==> src/design/cac_pkg.sv <==
// Register map, field layout, timing and types of the calendar alarm.
// How it works
// RL1 - Minute alarm is BCD in bits 6..0.
// RL2 - Unassigned alarm bits are plain storage only.
// RL3 - Alarm registers stay usable storage while disabled.
// RL4 - Hour bit 5 is meridiem or twenty digit.
// RL5 - Hour code 32 follows eleven PM, compared alike.
// RL6 - Day bit 7 enables day; bits 5..0 BCD.
// RL7 - Month BCD bits 4..0, enable in bit 7.
// RL8 - Month/day enable pair selects the compared fields.
// RL9 - Flag sets on match only while enabled.
// RL10 - Flag reads zero while alarm is disabled.
// RL11 - Flag stays set until software clears it.
// RL12 - Writing zero clears flag, releases pin; one ignored.
// RL13 - Power-on detection zeroes all four alarm registers.
// RL14 - Flag rises 61 us after match, pin low.
// RL15 - Already matching time fires only on next arrival.
// RL16 - Software disables, sets time, clears flag, enables.
// RL17 - All enabled fields equal at counter update.
package cac_pkg;
   localparam int unsigned CLK_MHZ = 200;
   localparam int unsigned ALARM_DLY_US = 61;
   localparam int unsigned ALARM_DLY_CYC = ALARM_DLY_US * CLK_MHZ;
   // Register indices; the byte address is four times the index.
   localparam logic [5:0] IDX_ALM_B = 6'h0B;
   localparam logic [5:0] IDX_ALM_C = 6'h0C;
   localparam logic [5:0] IDX_CTRL1 = 6'h0E;
   localparam logic [5:0] IDX_CTRL2 = 6'h0F;
   localparam logic [5:0] IDX_IRQ_STS = 6'h10;
   localparam logic [5:0] IDX_IRQ_MSK = 6'h11;
   localparam int unsigned C1_ALARM_EN = 6;
   localparam int unsigned C2_BANK = 7;
   localparam int unsigned C2_PON = 4;
   localparam int unsigned C2_FLAG = 0;
   localparam int unsigned MATCH_EN = 7;
   localparam int unsigned IRQ_ALARM = 0;
   localparam logic [7:0] MIN_MSK = 8'h7F;
   localparam logic [7:0] HOUR_MSK = 8'h3F;
   localparam logic [7:0] DAY_MSK = 8'h3F;
   localparam logic [7:0] MON_MSK = 8'h1F;
   localparam logic [7:0] RST_ALARM = 8'h00;
   localparam logic [7:0] RST_CTRL1 = 8'h00;
   localparam logic [7:0] RST_IRQ = 8'h00;
   typedef struct packed {
      logic [7:0] month;
      logic [7:0] day;
      logic [7:0] hour;
      logic [7:0] minute;
   } cac_time_t;
endpackage

==> src/design/cac_compare.sv <==
// Field comparison between alarm registers and running time counters.
`timescale 1ns/1ps
module cac_compare (
   input wire cac_pkg::cac_time_t alarm, // alarm register contents
   input wire cac_pkg::cac_time_t now, // running counters
   output logic match // all enabled fields equal
);
   logic hit_min;
   logic hit_hour;
   logic hit_day;
   logic hit_mon;

   always_comb
   begin
      hit_min = ((alarm.minute ^ now.minute) & cac_pkg::MIN_MSK) == 8'h00; // RL1 RL2
      // The counter jumps to code 32 after eleven PM, so raw bits compare.
      hit_hour = ((alarm.hour ^ now.hour) & cac_pkg::HOUR_MSK) == 8'h00; // RL4 RL5
      hit_day = !alarm.day[cac_pkg::MATCH_EN]
         || (((alarm.day ^ now.day) & cac_pkg::DAY_MSK) == 8'h00); // RL6
      hit_mon = !alarm.month[cac_pkg::MATCH_EN]
         || (((alarm.month ^ now.month) & cac_pkg::MON_MSK) == 8'h00); // RL7
      match = hit_min && hit_hour && hit_day && hit_mon; // RL8 RL17
   end
endmodule // cac_compare

==> src/design/cac_delay.sv <==
// One-shot delay between an alarm match and the flag rising.
`timescale 1ns/1ps
module cac_delay #(
   parameter int unsigned DLY = 12200
) (
   input wire logic pclk, // clock
   input wire logic presetn, // async reset, active low
   input wire logic start, // match pulse
   input wire logic abort, // alarm disabled
   output logic done // one-cycle pulse after DLY cycles
);
   localparam int unsigned W = $clog2(DLY + 1);
   localparam logic [W-1:0] LAST = W'(DLY - 1);
   logic busy_ff;
   logic [W-1:0] cnt_ff;

   always_ff @(posedge pclk or negedge presetn)
   begin
      if (!presetn)
      begin
         busy_ff <= 1'b0;
         cnt_ff <= '0;
      end
      else if (abort)
      begin
         busy_ff <= 1'b0;
         cnt_ff <= '0;
      end
      else if (start)
      begin
         busy_ff <= 1'b1;
         cnt_ff <= '0;
      end
      else if (busy_ff && cnt_ff == LAST)
      begin
         busy_ff <= 1'b0;
      end
      else if (busy_ff)
      begin
         cnt_ff <= cnt_ff + 1'b1; // RL14
      end
   end

   assign done = busy_ff && cnt_ff == LAST && !abort && !start; // RL14
endmodule // cac_delay

==> src/design/cac_alarm_top.sv <==
// APB register file, match detection, sticky flag and interrupt pin of the alarm.
`timescale 1ns/1ps
module cac_alarm_top #(
   parameter int unsigned DLY_CYCLES = cac_pkg::ALARM_DLY_CYC
) (
   input wire logic pclk, // clock, 200 MHz
   input wire logic presetn, // async reset, active low
   input wire logic psel, // APB select
   input wire logic penable, // APB access phase
   input wire logic pwrite, // APB direction
   input wire logic [7:0] paddr, // APB byte address
   input wire logic [31:0] pwdata, // APB write data
   input wire logic [3:0] pstrb, // APB byte strobes
   output logic [31:0] prdata, // APB read data
   output logic pready, // APB ready
   output logic pslverr, // APB error on unmapped address
   input wire cac_pkg::cac_time_t now, // running time counters
   input wire logic time_upd, // counters just updated
   input wire logic por_set, // power-on detection pulse
   output logic irq_a_pin_o, // open-drain pin value
   output logic irq_a_pin_oe, // pin driven low while high
   output logic irq // level interrupt
);
   logic [7:0] alm_min_ff;
   logic [7:0] alm_hour_ff;
   logic [7:0] alm_day_ff;
   logic [7:0] alm_mon_ff;
   logic [7:0] ctrl1_ff;
   logic bank_ff;
   logic pon_ff;
   logic flag_ff;
   logic [7:0] sts_ff;
   logic [7:0] msk_ff;
   logic prev_match_ff;
   logic [31:0] rdata_ff;
   logic [5:0] idx;
   logic aligned;
   logic mapped;
   logic wr_en;
   logic [7:0] wbyte;
   logic alarm_en;
   logic match;
   logic match_edge;
   logic dly_done;
   logic flag_clr;
   logic nxt_flag;
   logic [7:0] nxt_sts;
   logic [7:0] rd_mux;
   cac_pkg::cac_time_t alarm;

   assign idx = paddr[7:2];
   assign aligned = paddr[1:0] == 2'b00;
   assign mapped = aligned && (idx == cac_pkg::IDX_ALM_B || idx == cac_pkg::IDX_ALM_C
      || idx == cac_pkg::IDX_CTRL1 || idx == cac_pkg::IDX_CTRL2
      || idx == cac_pkg::IDX_IRQ_STS || idx == cac_pkg::IDX_IRQ_MSK);
   assign wr_en = psel && penable && pwrite && pstrb[0] && mapped;
   assign wbyte = pwdata[7:0];
   assign pready = 1'b1;
   assign pslverr = psel && penable && !mapped;
   assign prdata = rdata_ff;
   assign alarm_en = ctrl1_ff[cac_pkg::C1_ALARM_EN];

   // Bank-switched alarm registers stay plain storage even when disabled.
   always_ff @(posedge pclk or negedge presetn)
   begin
      if (!presetn)
      begin
         alm_min_ff <= cac_pkg::RST_ALARM;
         alm_hour_ff <= cac_pkg::RST_ALARM;
         alm_day_ff <= cac_pkg::RST_ALARM;
         alm_mon_ff <= cac_pkg::RST_ALARM;
      end
      else if (por_set)
      begin
         alm_min_ff <= cac_pkg::RST_ALARM; // RL13
         alm_hour_ff <= cac_pkg::RST_ALARM; // RL13
         alm_day_ff <= cac_pkg::RST_ALARM; // RL13
         alm_mon_ff <= cac_pkg::RST_ALARM; // RL13
      end
      else if (wr_en && idx == cac_pkg::IDX_ALM_B)
      begin
         if (!bank_ff)
            alm_min_ff <= wbyte; // RL1 RL2 RL3
         else
            alm_day_ff <= wbyte; // RL6 RL3
      end
      else if (wr_en && idx == cac_pkg::IDX_ALM_C)
      begin
         if (!bank_ff)
            alm_hour_ff <= wbyte; // RL4 RL3
         else
            alm_mon_ff <= wbyte; // RL7 RL3
      end
   end

   always_ff @(posedge pclk or negedge presetn)
   begin
      if (!presetn)
         ctrl1_ff <= cac_pkg::RST_CTRL1;
      else if (por_set)
         ctrl1_ff <= cac_pkg::RST_CTRL1;
      else if (wr_en && idx == cac_pkg::IDX_CTRL1)
         ctrl1_ff <= wbyte;
   end

   // Bank select and power-on indication; the indication clears on a zero write.
   always_ff @(posedge pclk or negedge presetn)
   begin
      if (!presetn)
      begin
         bank_ff <= 1'b0;
         pon_ff <= 1'b0;
      end
      else if (por_set)
      begin
         bank_ff <= 1'b0;
         pon_ff <= 1'b1;
      end
      else if (wr_en && idx == cac_pkg::IDX_CTRL2)
      begin
         bank_ff <= wbyte[cac_pkg::C2_BANK];
         pon_ff <= pon_ff && wbyte[cac_pkg::C2_PON];
      end
   end

   assign alarm.minute = alm_min_ff;
   assign alarm.hour = alm_hour_ff;
   assign alarm.day = alm_day_ff;
   assign alarm.month = alm_mon_ff;

   cac_compare u_cmp (
      .alarm(alarm),
      .now(now),
      .match(match)
   );

   // Only a transition into equality fires, so a time already equal waits.
   always_ff @(posedge pclk or negedge presetn)
   begin
      if (!presetn)
         prev_match_ff <= 1'b0;
      else if (time_upd)
         prev_match_ff <= match; // RL15
   end

   assign match_edge = time_upd && match && !prev_match_ff && alarm_en; // RL15 RL17 RL9

   cac_delay #(
      .DLY(DLY_CYCLES)
   ) u_dly (
      .pclk(pclk),
      .presetn(presetn),
      .start(match_edge),
      .abort(!alarm_en),
      .done(dly_done)
   );

   assign flag_clr = wr_en && idx == cac_pkg::IDX_CTRL2 && !wbyte[cac_pkg::C2_FLAG]; // RL12

   always_comb
   begin
      nxt_flag = flag_ff;
      if (flag_clr)
         nxt_flag = 1'b0; // RL12
      if (dly_done)
         nxt_flag = 1'b1; // RL9 RL14
      if (!alarm_en || por_set)
         nxt_flag = 1'b0; // RL10
   end

   always_ff @(posedge pclk or negedge presetn)
   begin
      if (!presetn)
         flag_ff <= 1'b0;
      else
         flag_ff <= nxt_flag; // RL11
   end

   assign irq_a_pin_o = 1'b0;
   assign irq_a_pin_oe = flag_ff; // RL14 RL12

   always_comb
   begin
      nxt_sts = sts_ff;
      if (wr_en && idx == cac_pkg::IDX_IRQ_STS)
         nxt_sts = sts_ff & ~wbyte;
      nxt_sts[cac_pkg::IRQ_ALARM] = nxt_sts[cac_pkg::IRQ_ALARM] || dly_done;
   end

   always_ff @(posedge pclk or negedge presetn)
   begin
      if (!presetn)
         sts_ff <= cac_pkg::RST_IRQ;
      else
         sts_ff <= nxt_sts;
   end

   always_ff @(posedge pclk or negedge presetn)
   begin
      if (!presetn)
         msk_ff <= cac_pkg::RST_IRQ;
      else if (wr_en && idx == cac_pkg::IDX_IRQ_MSK)
         msk_ff <= wbyte;
   end

   assign irq = |(sts_ff & msk_ff);

   always_comb
   begin
      rd_mux = 8'h00;
      unique case (idx)
         cac_pkg::IDX_ALM_B: rd_mux = bank_ff ? alm_day_ff : alm_min_ff;
         cac_pkg::IDX_ALM_C: rd_mux = bank_ff ? alm_mon_ff : alm_hour_ff;
         cac_pkg::IDX_CTRL1: rd_mux = ctrl1_ff;
         cac_pkg::IDX_CTRL2:
         begin
            rd_mux[cac_pkg::C2_BANK] = bank_ff;
            rd_mux[cac_pkg::C2_PON] = pon_ff;
            rd_mux[cac_pkg::C2_FLAG] = flag_ff && alarm_en; // RL10
         end
         cac_pkg::IDX_IRQ_STS: rd_mux = sts_ff;
         cac_pkg::IDX_IRQ_MSK: rd_mux = msk_ff;
         default: rd_mux = 8'h00;
      endcase
      if (!aligned)
         rd_mux = 8'h00;
   end

   // Read data is captured in the setup phase and stands through the access.
   always_ff @(posedge pclk or negedge presetn)
   begin
      if (!presetn)
         rdata_ff <= 32'h0000_0000;
      else if (psel && !penable && !pwrite)
         rdata_ff <= {24'h00_0000, rd_mux};
   end
endmodule // cac_alarm_top

==> config.mk <==
export PLATFORM = sky130hd
export DESIGN_NAME = cac_alarm_top
export DESIGN_NICKNAME = d
export VERILOG_FILES = /design/src/design/cac_pkg.sv /design/src/design/cac_compare.sv /design/src/design/cac_delay.sv /design/src/design/cac_alarm_top.sv
export SDC_FILE = /design/constraint.sdc
export NUM_CORES = 1
export LEC_CHECK = 0
export ABC_AREA = 0
export CAP_MARGIN = 10
export CORE_AREA = 4 4 131 133
export DETAILED_ROUTE_END_ITERATION = 7
export DIE_AREA = 0 0 135 137
export DONT_BUFFER_PORTS = 1
export GPL_ROUTABILITY_DRIVEN = 0
export PLACE_DENSITY_LB_ADDON = 0.08
export SLEW_MARGIN = 20
export SYNTH_ARGS = -nofsm -noshare
export SYNTH_HDL_FRONTEND = slang
export SYNTH_SLANG_ARGS = --single-unit
==> constraint.sdc <==
create_clock -name pclk -period 2.97 [get_ports pclk]
set_clock_uncertainty 0.15 [all_clocks]
set_input_delay 0.594 -clock pclk [delete_from_list [all_inputs] [get_ports pclk]]
set_output_delay 0.594 -clock pclk [all_outputs]
set_load 0.01 [all_outputs]
==> out/results.tsv <==
metric	value	unit
Layout Cells excl Fill	681	
via count	3272	
post-route setup slack	633	ps
Syn Inst Count	461	
flops & latches, synth	83	
crit-path max FO	19	
setup tns final	0	ps
share of flip-flops with an asynchronous set or reset	100	%
drc violations	0	
clk sinks	83	
GRT Util Overall	14.8	%
drt pass-1 iters	4	
outcome	finished clean	
Worst setup EP type	primary output	
Post-Syn Area per Cell	10.2	µm²
CTS tree	built	
# nets final	545	
Resized cells post-CTS	0	
Routed Antenna Nets	0	
Worst-Margin Slew	733	ps
drt total wl	13100	µm
Inst Count DP	665	
vias per inst	4.80	
share of cells above drive strength 1	9.25	%
fin crit period	2340	ps
Cell variety after synth	51	
clock-pin slew on the worst setup and hold paths	60	ps
leakage	2.05	nW
Peak Freq	0.428	GHz
relative slew slack	51.1	%
core box area	15800	µm²
Initial Utilization	29.6	%
Max-cap violations	0	
Layout area overhead	8.94	%
Min-Delay Path Class	in2async	
EDFF count, synth	0	
VDD IR max	255	µV
Max Buffers Root-to-Sink	2	
placed inst area	4820	µm²
global-route wire length before repair	20300	µm
RSZ-0062 raised after global routing	false	
IO Port Bufs	0	
max-slew violations	0	
Iteration-0 DRC Markers	253	
Boundary Pins	120	
Min Hold Slack	12.8	ps
cell area after layout	5110	µm²
Clk Tree Root Cell	clkbuf_16	
die area	18500	µm²
CP startpoint kind	input port	
vias in the first global route	3339	
Die Width	135	µm
row cnt	46	
largest net degree at the start of global routing	84	
H-tree depth	3	
crit path kind	in2out	
yosys warns	0	
Setup violations, final	0	
initial antenna violation count	0	
cell area after synthesis	4690	µm²
wire length per cell	19.2	µm
Num CTS Buffers	9	
DIE HEIGHT	137	µm
pre-CTS setup slack	285	ps
Skew-Pair Late Insertion Delay	340	ps
Worst EP arrival	1590	ps
ANT cells	0	
Power per Cell Area	443	nW/µm²
total overflow reported by the global router	0	
final hold violation count	0	
Main synth FF type	dfrtp_1	
crit share post-route	78.7	%
Crit path required time	2230	ps
HPWL Detailed	9580	µm
sequential area share after synthesis	44.3	%
placed cells by master, fill, tap and decap left out, types with 3 or more instances in the layout:
master	Yosys	routed
nor2_1	30	30
o21ai_0	26	26
a21boi_0	7	7
clkbuf_1	10	3
o211ai_1	3	3
nor3_1	7	7
clkbuf_16	0	9
buf_4	27	8
nand2_1	29	29
xnor2_1	23	23
nand3b_1	8	8
conb_1	2	26
dfrtp_1	83	83
mux2i_1	52	52
a221oi_1	3	3
mux2_2	11	11
nor4_1	4	4
nand3_1	8	8
inv_1	6	6
nand4_1	11	11
o22ai_1	4	4
or3_1	5	5
a22oi_1	5	5
and3_1	3	3
a21oi_1	10	10
xor2_1	13	13
nand2b_1	35	35
per-layer routing:
| layer | GRT usage (%) | share of wire (%) | vias up |
|---|---|---|---|
| met4 | 3.19 | 0.67 | 0 |
| li1 | - | - | 1570 |
| met2 | 23.8 | 48 | 75 |
| met3 | 5.88 | 7.4 | 7 |
| met5 | 0 | 0 | - |
| met1 | 18.9 | 44 | 1620 |
path summary, 6_finish.rpt:
kind                       depth (start not counted)                      start  slack [ps]                           to
min in group pclk                                  1                    por_set         170          bank_ff$_DFFE_PN0P_
hold / removal                                     1                    presetn          10  u_dly.cnt_ff[6]$_DFFE_PN0P_
setup / recovery                                   4                   paddr[3]         630                      pslverr
setup reg to reg                                   6  alm_min_ff[0]$_DFFE_PN0P_         630          sts_ff[0]$_DFF_PN0_
max in group asynchronous                          1                    presetn        2330        sts_ff[3]$_DFFE_PN0P_
hold reg to reg                                    1         pon_ff$_DFFE_PN0P_         330           pon_ff$_DFFE_PN0P_
worst max-delay path, stage by stage:
cell    delay (ps)
or4b_4         540
o21a_1         170
nor2_1         180
nor2_1         110
logic make-up (layout without fill, tap and decap cells):
| logic type | after synthesis | count (layout) | synth area share (%) |
|---|---|---|---|
| compound gates | 74 | 74 | 10.4 |
| xor+xnor | 36 | 36 | 6.73 |
| fa+ha+maj | 1 | 1 | 0.267 |
| buf+inv | 50 | 30 | 6.70 |
| flops | 83 | 83 | 44.3 |
| mux | 63 | 63 | 13.7 |
| other cells | 2 | 26 | 0.160 |
| simple gates | 152 | 152 | 17.7 |
cell type report:
| class | count | area (µm²) |
|---|---|---|
| multi-input combinational | 352 | 2390 |
| inverter | 6 | 22.5 |
| tap | 216 | 270 |
| clock inverter | 2 | 12.5 |
| sequential | 83 | 2080 |
| timing repair buffer | 9 | 87.6 |
| fill | 1640 | 10700 |
| clock buffer | 13 | 250 |
what timing repair did:
action                    in CTS  in global routing
hold endpoints to repair      83                  0
hold buffers                   1                  0
buffers inserted               0                  0
registers in the layout, indices dropped and copies added (netlist names), 8 cells and up:
signal,cells
alm_mon_ff,8
alm_min_ff,8
ctrl1_ff,8
alm_hour_ff,8
prdata,8
msk_ff,8
u_dly.cnt_ff,14
sts_ff,8
alm_day_ff,8
synthesized netlist by cell type (all sizes together), types with 2 or more instances:
master	number	area, µm²
o21ai	27	135
a31o	2	17.5
o41ai	2	25.0
nand3b	8	60.1
a22o	2	17.5
o211ai	3	22.5
inv	6	22.5
or4	2	15.0
nor2	30	113
mux2	11	124
nand4	11	68.8
a22oi	5	37.5
buf	34	254
or2	2	12.5
and4	2	17.5
conb	2	7.51
nand2	29	109
dfrtp	83	2080
a221oi	3	26.3
o22ai	4	25.0
and3	3	18.8
nor4	4	25.0
xnor2	23	201
a21oi	10	50.1
or3	5	31.3
xor2	13	114
clkbuf	10	37.5
mux2i	52	521
a21boi	7	52.6
nand2b	35	219
o31a	2	17.5
o21a	2	15.0
nor3	8	51.3
nand3	9	50.1
metrics by stage:
step           power [mW]  util [%]
6_report             2.27      32.3
5_1_grt              2.37      32.3
4_1_cts              2.32      32.3
3_5_place_dp         1.23      30.4
3_3_place_gp         1.23      30.4
2_1_floorplan        1.25         -
power breakdown:
part	switching, mW	internal, mW
registers	0.000593	1.13
logic	0.0667	0.0353
clock network	0.447	0.584
total	0.514	1.75
Power figures use the tool's default switching activity.
